===== config.mk =====
export PLATFORM = sky130hd
export DESIGN_NAME = power_down_wakeup_ctrl
export DESIGN_NICKNAME = d
export VERILOG_FILES = /design/src/verilog/pd_wake_pkg.sv /design/src/verilog/delay_timer.sv /design/src/verilog/usb_suspend_det.sv /design/src/verilog/power_down_wakeup_ctrl.sv
export SDC_FILE = /design/constraint.sdc
export NUM_CORES = 1
export LEC_CHECK = 0
export ABC_AREA = 1
export ABC_CLOCK_PERIOD_IN_PS = 3400
export BUFFER_PORTS_ARGS = -buffer_cell sky130_fd_sc_hd__buf_2
export CAP_MARGIN = 15
export CORE_ASPECT_RATIO = 0.5
export CORE_MARGIN = 3
export CORE_UTILIZATION = 60
export CTS_CLUSTER_DIAMETER = 150
export DETAILED_ROUTE_END_ITERATION = 10
export HOLD_SLACK_MARGIN = 0.05
export PLACE_DENSITY = 0.81
export SETUP_SLACK_MARGIN = 0.2
export SLEW_MARGIN = 20
export SYNTH_ARGS = -nofsm -noshare
export SYNTH_HDL_FRONTEND = slang
export SYNTH_SLANG_ARGS = --single-unit

===== constraint.sdc =====
create_clock -name clk_sys -period 3.4 [get_ports clk_sys]
set_input_delay 0.68 -clock clk_sys [delete_from_list [all_inputs] [get_ports clk_sys]]
set_output_delay 0.68 -clock clk_sys [all_outputs]
set_load 0.005 [all_outputs]

===== src/verilog/pd_wake_pkg.sv =====
// constants for the power-down and wake-up controller
package pd_wake_pkg;
  // register offsets on the plain register port
  localparam logic [7:0] OFS_POWER_CTRL  = 8'h00;
  localparam logic [7:0] OFS_POWER_CTRL2 = 8'h01;
  localparam logic [7:0] OFS_SYSTEM_CTRL = 8'h02;
  localparam logic [7:0] OFS_USB_CLOCK   = 8'h03;
  localparam logic [7:0] OFS_USB_PD      = 8'h04;
  localparam logic [7:0] OFS_STATUS      = 8'h05;
  // field positions
  localparam int BIT_PD_ARM      = 1;
  localparam int BIT_PD_START    = 6;
  localparam int BIT_WAKE_EN     = 7;
  localparam int BIT_WAKE_SRC    = 4;
  localparam int BIT_REG_MAP     = 4;
  localparam int BIT_USB_CLK_EN  = 1;
  localparam int BIT_USB_PLL_EN  = 0;
  localparam int BIT_USB_RX_PD   = 0;
  // values after reset
  localparam logic [7:0] RST_POWER_CTRL  = 8'h00;
  localparam logic [7:0] RST_POWER_CTRL2 = 8'h00;
  localparam logic [7:0] RST_SYSTEM_CTRL = 8'h00;
  localparam logic [7:0] RST_USB_CLOCK   = 8'h03;
  localparam logic [7:0] RST_USB_PD      = 8'h01;
  // power-down wake-up interrupt vector
  localparam logic [15:0] WAKE_VECTOR    = 16'h007B;
  // timing
  localparam int CLK_MHZ      = 200;
  localparam int T_LATCH_US   = 10;
  localparam int LATCH_CYC    = T_LATCH_US * CLK_MHZ;
  localparam int T_SETTLE_MS  = 5;
  localparam int SETTLE_CYC   = T_SETTLE_MS * CLK_MHZ * 1000;
  localparam int T_SUSPEND_MS = 6;
  localparam int SUSPEND_CYC  = T_SUSPEND_MS * CLK_MHZ * 1000;
  localparam int TMR_W        = 21;
  typedef enum logic [2:0] {
    ST_RUN     = 3'b000,
    ST_PD      = 3'b001,
    ST_LATCH   = 3'b010,
    ST_OSC     = 3'b011,
    ST_SETTLE  = 3'b100,
    ST_RESTORE = 3'b101
  } pd_state_t;
endpackage


===== src/verilog/delay_timer.sv =====
// one-shot down counter: done pulses a given number of cycles after start
`timescale 1ns/1ps
module delay_timer #(
  parameter int W = 21
) (
  input  wire logic         clk_sys,
  input  wire logic         sys_rst,
  input  wire logic         start,
  input  wire logic [W-1:0] count,
  output logic              done
);
  logic [W-1:0] cnt_r;
  logic         run_r;

  always_ff @(posedge clk_sys) begin
    if (sys_rst) begin
      cnt_r <= '0;
      run_r <= 1'b0;
    end else if (start) begin
      cnt_r <= count - {{(W-1){1'b0}}, 1'b1};
      run_r <= 1'b1;
    end else if (run_r) begin
      cnt_r <= cnt_r - {{(W-1){1'b0}}, 1'b1};
      if (cnt_r == '0)
        run_r <= 1'b0;
    end
  end

  assign done = run_r && (cnt_r == '0);
endmodule // delay_timer


===== src/verilog/usb_suspend_det.sv =====
// usb idle watch: suspend after a long idle, wake pulse on renewed activity
`timescale 1ns/1ps
module usb_suspend_det #(
  parameter int W     = 21,
  parameter int LIMIT = 1200000
) (
  input  wire logic clk_sys,
  input  wire logic sys_rst,
  input  wire logic activity,
  input  wire logic rx_enabled,
  output logic      suspend,
  output logic      resume
);
  logic [W-1:0] idle_r;
  logic         susp_r;

  always_ff @(posedge clk_sys) begin
    if (sys_rst) begin
      idle_r <= '0;
      susp_r <= 1'b0;
    end else if (activity) begin
      idle_r <= '0;
      susp_r <= 1'b0;
    end else if (idle_r < W'(LIMIT)) begin
      idle_r <= idle_r + {{(W-1){1'b0}}, 1'b1};
    end else begin
      susp_r <= 1'b1;
    end
  end

  assign suspend = susp_r;
  // a powered-down receiver cannot see the bus, so no trigger
  assign resume  = susp_r && activity && rx_enabled;
endmodule // usb_suspend_det


===== src/verilog/power_down_wakeup_ctrl.sv =====
// power-down entry guard, wake-up sequencer and its registers
//
// Functional notes
// - power-down enters only after an arm write followed by a start write
// - a write setting arm and start together never enters power-down
// - arm and start bits self-clear and always read as zero
// - with wake-up disabled, only hardware reset leaves power-down
// - a low pin latch at entry starts pin wake-up at once
// - usb wake trigger only while usb receiver stays powered
// - usb enters suspend after more than 6 ms without bus activity
// - reset restores registers, restarts both oscillators, ram untouched
// - pin low starts rc oscillator; low held 10 us latch phase
// - after stable oscillator wait 5 ms, then raise wake interrupt at 007B
// - after the wake handler returns, code resumes after the start write
// - timers, serial channel and watchdog frozen until clock restore ends
// - all interrupts blocked from latch phase until handler return
// - usb activity ends suspend and runs the pin wake steps except the latch phase
// - wake source select: zero pin (reset value), one usb
`timescale 1ns/1ps
module power_down_wakeup_ctrl
  import pd_wake_pkg::*;
#(
  parameter int SETTLE_CYCLES  = pd_wake_pkg::SETTLE_CYC,
  parameter int SUSPEND_CYCLES = pd_wake_pkg::SUSPEND_CYC
) (
  input  wire logic        clk_sys,
  input  wire logic        sys_rst,
  input  wire logic [7:0]  reg_addr,
  input  wire logic [7:0]  reg_wdata,
  input  wire logic        reg_wr,
  input  wire logic        reg_rd,
  output logic      [7:0]  reg_rdata,
  input  wire logic        ext_wake_pin,
  input  wire logic        ext_wake_latch,
  input  wire logic        usb_bus_activity,
  input  wire logic        osc_stable,
  input  wire logic        wake_reti,
  output logic             cpu_halt,
  output logic             main_osc_en,
  output logic             rc_osc_en,
  output logic             periph_freeze,
  output logic             irq_block,
  output logic             wake_irq,
  output logic      [15:0] wake_vector,
  output logic             usb_suspend,
  output logic             usb_clk_gate
);
  import pd_wake_pkg::*;

  pd_state_t   state_r;
  pd_state_t   state_nxt;
  logic [7:0]  power_ctrl_r;
  logic [7:0]  power_ctrl2_r;
  logic [7:0]  system_ctrl_r;
  logic [7:0]  usb_clock_r;
  logic [7:0]  usb_pd_r;
  logic [7:0]  rdata_r;
  logic        arm_pend_r;
  logic        wake_isr_r;
  logic        wake_irq_r;
  logic        wr_power;
  logic        enter_pd;
  logic        pin_low;
  logic        usb_resume;
  logic        susp;
  logic        tmr_start;
  logic [TMR_W-1:0] tmr_count;
  logic        tmr_done;
  logic        wake_from_pd_en;
  logic        wake_source_sel;
  logic        reg_map_select;
  logic        usb_module_clk_en;
  logic        usb_rx_power_down;

  function automatic logic hit(input logic [7:0] a, input logic [7:0] ofs);
    hit = (a == ofs);
  endfunction

  assign wake_from_pd_en   = power_ctrl2_r[BIT_WAKE_EN];
  assign wake_source_sel   = power_ctrl2_r[BIT_WAKE_SRC];
  assign reg_map_select    = system_ctrl_r[BIT_REG_MAP];
  assign usb_module_clk_en = usb_clock_r[BIT_USB_CLK_EN];
  assign usb_rx_power_down = usb_pd_r[BIT_USB_RX_PD];

  ////////////////////////////////////////////////////////////////////////////
  // entry guard

  assign wr_power = reg_wr && hit(reg_addr, OFS_POWER_CTRL);
  assign enter_pd = (state_r == ST_RUN) && wr_power && arm_pend_r
                    && reg_wdata[BIT_PD_START]
                    && !reg_wdata[BIT_PD_ARM];

  // any write other than a clean arm write drops a pending arm
  always_ff @(posedge clk_sys) begin
    if (sys_rst) begin
      arm_pend_r <= 1'b0;
    end else if (reg_wr) begin
      arm_pend_r <= wr_power && reg_wdata[BIT_PD_ARM]
                    && !reg_wdata[BIT_PD_START];
    end
  end

  ////////////////////////////////////////////////////////////////////////////
  // registers

  always_ff @(posedge clk_sys) begin
    if (sys_rst) begin
      power_ctrl_r  <= RST_POWER_CTRL;
      power_ctrl2_r <= RST_POWER_CTRL2;
      system_ctrl_r <= RST_SYSTEM_CTRL;
      usb_clock_r   <= RST_USB_CLOCK;
      usb_pd_r      <= RST_USB_PD;
    end else if (reg_wr) begin
      if (hit(reg_addr, OFS_POWER_CTRL)) begin
        power_ctrl_r <= reg_wdata;
        power_ctrl_r[BIT_PD_ARM]   <= 1'b0;
        power_ctrl_r[BIT_PD_START] <= 1'b0;
      end
      // second power register only reachable under map select
      if (hit(reg_addr, OFS_POWER_CTRL2) && reg_map_select)
        power_ctrl2_r <= reg_wdata;
      if (hit(reg_addr, OFS_SYSTEM_CTRL))
        system_ctrl_r <= reg_wdata;
      if (hit(reg_addr, OFS_USB_CLOCK))
        usb_clock_r <= reg_wdata;
      if (hit(reg_addr, OFS_USB_PD))
        usb_pd_r <= reg_wdata;
    end
  end

  always_ff @(posedge clk_sys) begin
    if (sys_rst) begin
      rdata_r <= 8'h00;
    end else if (reg_rd) begin
      case (reg_addr)
        OFS_POWER_CTRL:  rdata_r <= power_ctrl_r;
        OFS_POWER_CTRL2: rdata_r <= reg_map_select ? power_ctrl2_r : 8'h00;
        OFS_SYSTEM_CTRL: rdata_r <= system_ctrl_r;
        OFS_USB_CLOCK:   rdata_r <= usb_clock_r;
        OFS_USB_PD:      rdata_r <= usb_pd_r;
        OFS_STATUS:      rdata_r <= {3'h0, wake_isr_r, susp, state_r};
        default:         rdata_r <= 8'h00;
      endcase
    end else begin
      rdata_r <= 8'h00;
    end
  end

  assign reg_rdata = rdata_r;

  ////////////////////////////////////////////////////////////////////////////
  // wake-up sequencer

  // a zero port latch pulls the pin low from inside
  assign pin_low = !(ext_wake_pin && ext_wake_latch);

  always_comb begin
    state_nxt = state_r;
    tmr_start = 1'b0;
    tmr_count = TMR_W'(LATCH_CYC);
    case (state_r)
      ST_RUN: begin
        if (enter_pd)
          state_nxt = ST_PD;
      end
      ST_PD: begin
        // without wake enable only sys_rst ends this state
        if (wake_from_pd_en) begin
          if (!wake_source_sel && pin_low) begin
            state_nxt = ST_LATCH;
            tmr_start = 1'b1;
          end else if (wake_source_sel && usb_resume) begin
            state_nxt = ST_OSC;
          end
        end
      end
      ST_LATCH: begin
        if (tmr_done)
          state_nxt = ST_OSC;
      end
      ST_OSC: begin
        if (osc_stable) begin
          state_nxt = ST_SETTLE;
          tmr_start = 1'b1;
          tmr_count = TMR_W'(SETTLE_CYCLES);
        end
      end
      ST_SETTLE: begin
        if (tmr_done)
          state_nxt = ST_RESTORE;
      end
      ST_RESTORE: begin
        // clock restore may also be put off until after the return
        if (usb_module_clk_en || wake_reti)
          state_nxt = ST_RUN;
      end
      default: state_nxt = ST_RUN;
    endcase
  end

  always_ff @(posedge clk_sys) begin
    if (sys_rst)
      state_r <= ST_RUN;
    else
      state_r <= state_nxt;
  end

  // usb clock stays gated through restore until software enables it
  always_ff @(posedge clk_sys) begin
    if (sys_rst)
      wake_irq_r <= 1'b0;
    else
      wake_irq_r <= (state_r == ST_SETTLE) && tmr_done;
  end

  // handler in progress: return lets the cpu resume after the start write
  always_ff @(posedge clk_sys) begin
    if (sys_rst)
      wake_isr_r <= 1'b0;
    else if (wake_irq_r)
      wake_isr_r <= 1'b1;
    else if (wake_reti)
      wake_isr_r <= 1'b0;
  end

  delay_timer #(
    .W (TMR_W)
  ) u_timer (
    .clk_sys (clk_sys),
    .sys_rst (sys_rst),
    .start   (tmr_start),
    .count   (tmr_count),
    .done    (tmr_done)
  );

  usb_suspend_det #(
    .W     (TMR_W),
    .LIMIT (SUSPEND_CYCLES)
  ) u_usb_susp (
    .clk_sys    (clk_sys),
    .sys_rst    (sys_rst),
    .activity   (usb_bus_activity),
    .rx_enabled (!usb_rx_power_down),
    .suspend    (susp),
    .resume     (usb_resume)
  );

  ////////////////////////////////////////////////////////////////////////////
  // outputs

  assign cpu_halt      = (state_r != ST_RUN) && (state_r != ST_RESTORE);
  assign main_osc_en   = (state_r != ST_PD) && (state_r != ST_LATCH);
  assign rc_osc_en     = (state_r != ST_PD);
  assign periph_freeze = (state_r != ST_RUN);
  assign irq_block     = (state_r != ST_RUN) && (state_r != ST_PD)
                         || wake_isr_r;
  assign wake_irq      = wake_irq_r;
  assign wake_vector   = WAKE_VECTOR;
  assign usb_suspend   = susp;
  assign usb_clk_gate  = usb_module_clk_en && (state_r == ST_RUN);

  logic [TMR_W-1:0] latch_obs_r;
  always_ff @(posedge clk_sys) begin
    if (sys_rst || state_r != ST_LATCH)
      latch_obs_r <= '0;
    else
      latch_obs_r <= latch_obs_r + {{(TMR_W-1){1'b0}}, 1'b1};
  end
endmodule // power_down_wakeup_ctrl


* Word-level counts from Yosys, hierarchy flattened
Index checks and enable logic that the tools add are counted.
** Cells by class
- Add/subtract/negate cells :: 3
- Magnitude comparators :: 1
- Equal/unequal tests :: 20
- Mux-type cells :: 24
- Bitwise gates (word level) :: 1
- Reduce and logical (&&, ||, !) cells :: 40
** Operators by type and width (count)
- 8-bit case mux with 6 select lines :: 1
- 21-bit 2-to-1 mux :: 2
- 20-bit 2-to-1 mux :: 2
- 3-bit 2-to-1 mux :: 8
- 21-bit by 1-bit adder with 21-bit output, second input constant :: 1
- 21-bit logical NOT :: 1
- 21-bit < comparator, second input constant :: 1
- 20-bit by 1-bit subtractor with 21-bit output, second input constant :: 1
- 21-bit by 1-bit subtractor with 21-bit output, second input constant :: 1
- 1-bit logical AND :: 19
- 3-bit case mux with 6 select lines :: 1
- 8-bit by 2-bit equality test with 1-bit output, second input constant :: 2
- 8-bit by 3-bit equality test with 1-bit output, second input constant :: 2
- 2-bit inequality test, second input constant :: 6
- 2-bit AND reduction :: 5
- 8-bit by 1-bit equality test with 1-bit output, second input constant :: 1
- 8-bit logical NOT :: 1
- 1-bit 2-to-1 mux :: 8
- 8-bit 2-to-1 mux :: 1
- 7-bit AND reduction :: 1
- 3-bit by 2-bit equality test with 1-bit output, second input constant :: 2
- 3-bit equality test, second input constant :: 2
- 3-bit inequality test, second input constant :: 2
- 1-bit logical NOT :: 5
- other kinds (10) :: 13
** Storage, ports and cells
- Flip-flop bits (word level) :: 96
- Input port bits :: 25
- Output and inout bits :: 32

* Longest topological paths before layout
Gate-level depths: netlist of run 1.
- Word-level depth :: 8
- Depth in mapped cells :: 14
- Gate-level depth less buffers :: 14

* Hierarchy
From an unflattened synthesis of run 1, not the netlist that was laid out.
** Unflattened totals
- Cell total of the unflattened synthesis :: 910
- Area total of the unflattened synthesis :: 5972.0 um^2
** By module, submodules not included
- power_down_wakeup_ctrl :: times used 1, cells an instance 381, area each 2795.2 um^2, seq. area each 1041.0 um^2
- delay_timer :: times used 1, cells an instance 320, area each 1844.3 um^2, seq. area each 440.4 um^2
- usb_suspend_det :: times used 1, cells an instance 209, area each 1332.5 um^2, seq. area each 440.4 um^2

* Worst setup path before layout of run 1
OpenSTA, ideal clock, no wires.
- Path kind :: input-to-reg
- Start :: input ext_wake_pin
- End :: register u_timer.cnt_r[18]
- Data arrival time :: 2.189 ns
- Path slack :: 1.099 ns
- Stages on the path :: 14
- Path through :: nand2_1 > nand3_1 > nor2_8 > nor2_8 > buf_2 > nand2_1 > ha_1 > nand3_4 > nor2_4 > nand2_1 > nor2_1 > nor2_1 > nor2_1 > nor2_1
** Between the ends
- Word-level cells in the longest chain between the ends :: 7
- Elaborated cells between the ends (all ways) :: 8
- Those cells by class :: mux (4); reduce/logical (4)
** Ends and longest elaborated chain
- from (decl) :: RTL line power_down_wakeup_ctrl.sv:33 : input wire logic ext_wake_pin,
- 1-bit logical AND (*) :: RTL line power_down_wakeup_ctrl.sv:155 : assign pin_low = !(ext_wake_pin && ext_wake_latch);
- 1-bit logical NOT (*) :: RTL line power_down_wakeup_ctrl.sv:155
- 1-bit logical AND (*) :: RTL line power_down_wakeup_ctrl.sv:169 : if (!wake_source_sel && pin_low) begin
- 1-bit 2-to-1 mux (*) :: RTL line power_down_wakeup_ctrl.sv:169
- 1-bit 2-to-1 mux (*) :: RTL line power_down_wakeup_ctrl.sv:168 : if (wake_from_pd_en) begin
- 1-bit case mux with 2 select lines (*) :: RTL line power_down_wakeup_ctrl.sv:161 : case (state_r)
- 21-bit 2-to-1 mux or 2-bit nonzero test (tied branches)
- to (signal assigned) :: RTL line delay_timer.sv:20 : cnt_r <= count - {{(W-1){1'b0}}, 1'b1};
- to (signal assigned) :: RTL line delay_timer.sv:23 : cnt_r <= cnt_r - {{(W-1){1'b0}}, 1'b1};
- to (decl) :: RTL line delay_timer.sv:12 : logic [W-1:0] cnt_r;
Every way passes the cells marked *; elsewhere a longest branch is shown, timed or not.
A chain may end at the register's enable or synchronous reset.

* Worst setup path after layout of run 1
- Start :: input reg_addr[5]
- End :: register usb_clock_r[0]
** Between the ends
- Word-level cells in the longest chain between the ends :: 2
** Ends and longest elaborated chain
- from (decl) :: RTL line power_down_wakeup_ctrl.sv:28 : input wire logic [7:0] reg_addr,
- 8-bit by 2-bit equality test with 1-bit output :: RTL line power_down_wakeup_ctrl.sv:76 : hit = (a == ofs);
- 2-bit AND reduction (no line)
- to (signal assigned) :: RTL line power_down_wakeup_ctrl.sv:125 : usb_clock_r <= reg_wdata;
- to (decl) :: RTL line power_down_wakeup_ctrl.sv:55 : logic [7:0] usb_clock_r;
No other way between the ends.

==> metrics, run 1 <==
Nets 838; Seq cells post-synth 96; Total Wirelength 13.2 mm; clock slew at reported path FFs 70 ps; sequential cell fraction of total power 42.1%; routability-driven placement congestion ratio 0.934; Inserted Clock Buffers 9; full die area 0.00991 mm^2; yosys synthesis warning count 0; Die X 138 um; CP delay by family, top simple AND/OR/NAND/NOR gates; origin of the critical flop-to-flop path state_r[0]$_SDFFE_PP0P_; final hold vios 0; RSZ-0062 raised after global routing no; Clock Path Buffers 2; reg2reg path depth 12; buffers and inverters on the worst path 3; worst relative slew slack 47.2%; Worst Setup SP reg_addr[5]; total power 0.00282 W; critical path's slowest cell nor2_1; maximum vdd drop 243 uV; Rows 23; Slew @ Worst Pin 790 ps; port bufs 40; critical-path cell list buf_2 > nor2_1 > nand2_1 > nor2_2 > nand2_1 > nor2_2 > inv_1 > nor2_1 > inv_1 > nand2_1 > o211ai_1; status finished clean; pwr/cell area 496 mW/mm^2; mapped cell area 0.00521 mm^2; Finished Layout Cells 927; worst setup path endpoint usb_clock_r[0]$_SDFFE_PP1P_; fin crit share 68.8%; biggest area consumer among synthesized cells dfxtp_1; vias in the first global route 4626; initial core utilization 63.3%; leakage 2.65 nW; Top FF cell, synth dfxtp_1; post-route clock skew 6.61 ps; fraction of layout cells with a size suffix above 1 11.4%; Req. time, crit path 3600 ps; cell with the most instances on the worst path nand2_1; DPL Wire Length 9.37 mm; Avg WL per Cell 14.2 um; total gr overflow 0; final setup fails 0; commonest non-fill, non-tap cell in the layout nand2_1; CTS tree built; fin crit period 2340 ps; Resized Gates After CTS 0; Post-synth EDFFs 0; Pre-antenna DRT Iters 5; reg2reg end u_timer.cnt_r[10]$_SDFFE_PP0P_; drc violations 0; startpoint types primary input; Design Area, Final 0.00570 mm^2; hold buffers post-CTS 0; via count 5104; core area 0.00823 mm^2; Die Span Y 71.9 um; CP arrival 2540 ps; HP Start power_ctrl2_r[0]$_SDFFE_PP0P_; fraction of registers with async set/reset 0%; Yosys top cell area share 36.9%; global-route wire length before repair 21.5 mm; share of synthesized area occupied by flip-flops and latches 36.9%; Syn Area/Cell 6.70 um^2; worst hold path class flip-flop to flip-flop; busiest layer in global routing met2; Worst path depth 11; critical path class primary input to flip-flop; Syn Inst Count 778; Comb power frac 23.7%; FILL cells 734; Max Transition Viols Final 0; maxcap violations 0; critical path's largest stage delay 560 ps; Vias/cell 5.51; largest cells by area after synthesis dfxtp_1, nand2_1, nor2_1; Iter 0 DRT Violations 466; Net Sw Frac 32.9%; Sink Count 96; Layout area overhead 9.26%; met2 Usage GRT 47.4%; Reg2Reg Setup Slack 1090 ps; ANT nets after route 0; Placed Instance Area 0.00542 mm^2; H-tree depth 3; Skew-Pair Late Insertion Delay 350 ps; initial antenna violation count 0; clock group share of total power 34.2%; Tot GR Track Use 27.4%; met1 Usage GRT 34.4%; hold slack 468 ps; internal power 0.00190 W; most frequent cells in the layout nand2_1, nor2_1, inv_1; IO Pins 57; Psw 0.000928 W; GR Util met3 6.09%; CP endpoint kind flip-flop; pin count of the biggest net entering global routing 28; library cells used by synthesis 44; FMAX 0.428 GHz; diode count 0; crit path max fanout 14; root buffer cell clkbuf_16; post-placement cell count 912; TNS Setup 0 ps; Post-CTS Setup Bufs 0
-- registers in the layout, indices dropped and copies added, names as in the netlist --
name and cells:
power_ctrl_r 6, state_r 3, u_usb_susp.suspend 1, system_ctrl_r 8, arm_pend_r 1, usb_clock_r 8, u_usb_susp.idle_r 21, usb_pd_r 8
power_ctrl2_r 8, wake_irq 1, u_timer.cnt_r 21, reg_rdata 8, wake_isr_r 1, u_timer.run_r 1
-- per-layer routing --
layer / vias to the layer above / share of wire [%]
li1: 2569 / -
met1: 2352 / 44
met2: 153 / 49
met3: 30 / 5.1
met4: 0 / 2.1
met5: - / 0
-- logic make-up (layout without fill, tap and decap cells) --
family                     after synthesis  count (layout)  synth area share (%)
adders and majority gates                2               2                 0.480
and+or+nand+nor                        368             368                  31.8
buffers and inverters                  144             167                  12.1
xor gates and xnor gates                13              13                  2.18
other                                    2              16                 0.144
DFF                                     96              96                  36.9
AOI/OAI and AO/OA                      153             153                  16.4
-- power groups by stage --
stage / registers (W) / clock network (W) / logic [W]
detailed placement: 0.00121 / 0 / 0.000650
global route: 0.00119 / 0.00103 / 0.000748
floorplan: 0.00121 / 0 / 0.000504
CTS: 0.00119 / 0.000977 / 0.000658
finish: 0.00119 / 0.000966 / 0.000668
global placement: 0.00121 / 0 / 0.000633
-- Yosys cell counts, types with 4 or more instances --
cell / number
nand4_1: 15
a21oi_1: 60
nand3_1: 46
nor4_1: 4
inv_2: 5
o211ai_1: 4
clkbuf_1: 9
buf_2: 8
nand2_2: 4
a211oi_1: 8
nand2_1: 158
o21ai_1: 4
o21ai_0: 57
a31oi_1: 4
nor2_2: 9
xor2_1: 11
buf_4: 17
inv_1: 99
nor3_1: 18
dfxtp_1: 96
nor2_1: 102
-- stage by stage --
step                setup WS (ps)  util (%)
floorplan                    1100         -
global placement              860      65.8
detailed placement            736      65.8
CTS                          1090      69.2
global route                  860      69.2
finish                       1060      69.2
-- worst min-delay path by stage --
stage / end / slack [ps] / depth (start not counted)
floorplan: power_ctrl2_r[3]$_SDFFE_PP0P_ / 430 / 2
global placement: power_ctrl2_r[0]$_SDFFE_PP0P_ / 450 / 2
detailed placement: power_ctrl2_r[0]$_SDFFE_PP0P_ / 450 / 2
CTS: power_ctrl2_r[0]$_SDFFE_PP0P_ / 460 / 2
global route: power_ctrl2_r[5]$_SDFFE_PP0P_ / 490 / 2
finish: power_ctrl2_r[0]$_SDFFE_PP0P_ / 470 / 2
-- layout make-up --
| type | count | area, um^2 | share of cell area [%] |
|---|---|---|---|
| well taps | 112 | 140 | 2.46 |
| clock buffers | 10 | 239 | 4.20 |
| flip-flops and latches | 96 | 1920 | 33.7 |
| multi-input cells | 552 | 2720 | 47.7 |
| inverters | 107 | 402 | 7.05 |
| clock inverters | 5 | 41.3 | 0.725 |
| repair buffers | 45 | 238 | 4.17 |
-- worst register-to-register path, cell delays in order, from the launching register on --
cell	delay [ps]
dfxtp_1	560
nand4_4	330
inv_2	220
nor2_8	100
nand2_1	80
ha_1	230
nand3_4	130
nor2_4	180
nand2_1	110
nand2_1	70
nand3_1	80
nand3_1	100
inv_1	50
No activity file was read; power rests on OpenSTA's default activity.
==> run 2, diff against run 1 <==
- ABC_CLOCK_PERIOD_IN_PS: 3400 -> 1900
- CORE_UTILIZATION: 60 -> 53
- PLACE_DENSITY: 0.81 -> 0.76
- clock period: 3.4 -> 1.9 ns (I/O delays scaled with it)
==> run 2 against run 1 <==
Sequential power is 81% higher. Final area up 13%. Register-to-register slack worse by 990 ps. Global-route usage is 2.2 points lower. Clock-buffer cell count up 2. Via count is 2.9% higher. Setup slack got worse by 970 ps. Utilization is 1.6 points higher. Critical endpoint is now main_osc_en.
==> metrics, run 2 (same netlist as run 1, synthesis figures left out) <==
CP arrival 1430 ps (was 2540 ps); Nets 893 (was 838); startpoint types flip-flop (was primary input); pin count of the biggest net entering global routing 32 (was 28); ANT nets after route 0 (unchanged); Max Transition Viols Final 0 (unchanged); drc violations 0 (unchanged); Rows 24 (was 23); biggest regs u_timer.cnt_r x21, u_usb_susp.idle_r x21 (unchanged); fin crit share 95.2%; H-tree depth 3 (unchanged); initial core utilization 57.1% (was 63.3%); clock slew at reported path FFs 70 ps (about the same); post-route clock skew 7.59 ps (was 6.61 ps); diode count 0 (unchanged); sequential cell fraction of total power 39.4% (was 42.1%); crit path max fanout 5 (was 14); leakage 3.01 nW (was 2.65 nW); maximum vdd drop 523 uV (was 243 uV); routability-driven placement congestion ratio 0.959 (was 0.934); Die Span Y 76.1 um (was 71.9 um); vias in the first global route 4843 (was 4626); final setup fails 0 (unchanged); Finished Layout Cells 1000 (was 927); Sink Count 96 (unchanged); core area 0.00913 mm^2 (was 0.00823 mm^2); DPL Wire Length 10.3 mm (was 9.37 mm); Vias/cell 5.25 (was 5.51); initial antenna violation count 0 (unchanged); fin util 70.8% (was 69.2%); GR Util met3 5.94% (was 6.09%); status finished clean (unchanged); Layout area overhead 24.0% (was 9.26%); maxcap violations 0 (unchanged); internal power 0.00366 W (was 0.00190 W); met2 Usage GRT 44.1% (was 47.4%); Comb power frac 28.7% (was 23.7%); final hold vios 0 (unchanged); Clock Path Buffers 2 (unchanged); total power 0.00545 W (was 0.00282 W); Skew-Pair Late Insertion Delay 350 ps (about the same); global-route wire length before repair 23.1 mm (was 21.5 mm); busiest layer in global routing met2 (unchanged); pwr/cell area 843 mW/mm^2 (was 496 mW/mm^2); port bufs 40 (unchanged); fin crit period 1810 ps; post-placement cell count 968 (was 912); IO Pins 57 (unchanged); Pre-antenna DRT Iters 5 (unchanged); Tot GR Track Use 25.2% (was 27.4%); worst hold path class primary input to flip-flop (was flip-flop to flip-flop); root buffer cell clkbuf_16 (unchanged); critical path class flip-flop to output port (was primary input to flip-flop); RSZ-0062 raised after global routing yes (was no); hold buffers post-CTS 0 (unchanged); most frequent cells in the layout nand2_1, inv_1, nor2_1 (was nand2_1, nor2_1, inv_1); met1 Usage GRT 30.8% (was 34.4%); TNS Setup 0 ps (unchanged); CTS tree built (unchanged); CP endpoint kind output port (was flip-flop); Avg WL per Cell 14.5 um (was 14.2 um); Iter 0 DRT Violations 395 (was 466); commonest non-fill, non-tap cell in the layout nand2_1 (unchanged); Psw 0.00179 W (was 0.000928 W); Die X 146 um (was 138 um); clock group share of total power 32.0% (was 34.2%); fraction of layout cells with a size suffix above 1 24.3% (was 11.4%); FMAX 0.553 GHz; total gr overflow 0 (unchanged); full die area 0.0111 mm^2 (was 0.00991 mm^2); Total Wirelength 14.5 mm (was 13.2 mm); Req. time, crit path 1520 ps (was 3600 ps); Inserted Clock Buffers 9 (unchanged); via count 5252 (was 5104); Net Sw Frac 32.8% (was 32.9%)
run 2: cell types whose count changed in the layout (fill, tap and decap cells not counted), sizes merged:
cell,previous run,this run
buf,45,99
clkbuf,10,13
clkinv,5,4
inv,105,104
run 2: power by group through the flow:
stage	Combinational [W]	Sequential (W)	Clock, W
after global routing	0.00171	0.00215	0.00185
final	0.00156	0.00215	0.00174
after CTS	0.00137	0.00215	0.00176
after floorplan	0.000914	0.00217	0
after global placement	0.00122	0.00219	0
after detailed placement	0.00124	0.00218	0
run 2: timing repair:
| action | 4_1_cts | 5_1_grt |
|---|---|---|
| resized for setup | 24 | 54 |
| setup endpoints to repair | 20 | 45 |
| pin swaps | 11 | 22 |
| endpoints found under the hold margin | 0 | 0 |
| gates cloned | 0 | 0 |
| buffers inserted | 4 | 13 |
run 2: final cells by class:
| class | count | area [um^2] |
|---|---|---|
| Clock inverter | 3 | 25.0 |
| Timing Repair Buffer | 100 | 677 |
| Sequential cell | 96 | 1950 |
| Tap cell | 130 | 163 |
| Multi-Input combinational cell | 552 | 2990 |
| Fill cell | 806 | 2660 |
| Clock buffer | 12 | 256 |
| Inverter | 107 | 405 |
run 2: worst paths after layout:
check	start	endpoint	slack (ps)	cells past startpoint
worst max-delay path	state_r[2]$_SDFFE_PP0P_	main_osc_en	90	7
worst min-delay path	reg_wdata[5]	power_ctrl2_r[5]$_SDFFE_PP0P_	310	3
worst min register to register	power_ctrl2_r[1]$_SDFFE_PP0P_	power_ctrl2_r[1]$_SDFFE_PP0P_	460	2
worst max register to register	state_r[2]$_SDFFE_PP0P_	u_timer.cnt_r[18]$_SDFFE_PP0P_	100	12
run 2: per-stage QoR:
stage | hold slack (ps) | cell area [um^2] | setup slack [ps]
detailed placement | 448 | 5800 | -1.90
finish | 313 | 6460 | 91.7
global placement | 446 | 5800 | 36.6
global route | 318 | 6460 | -10.7
CTS | 311 | 6180 | 130
floorplan | 434 | 5330 | 50.7
run 2: critical path, stage by stage (launching register included):
cell and delay [ps]:
dfxtp_4 360, nor2_4 130, nand2_4 100, buf_4 150
buf_4 130, nand2_2 60, inv_1 40, buf_2 110
run 2: metal layers:
layer  part of all wire (%)  up-vias
met1                     43     2406
met3                    5.6       35
met4                    1.8        0
met2                     50      136
li1                       -     2675
met5                      0        -
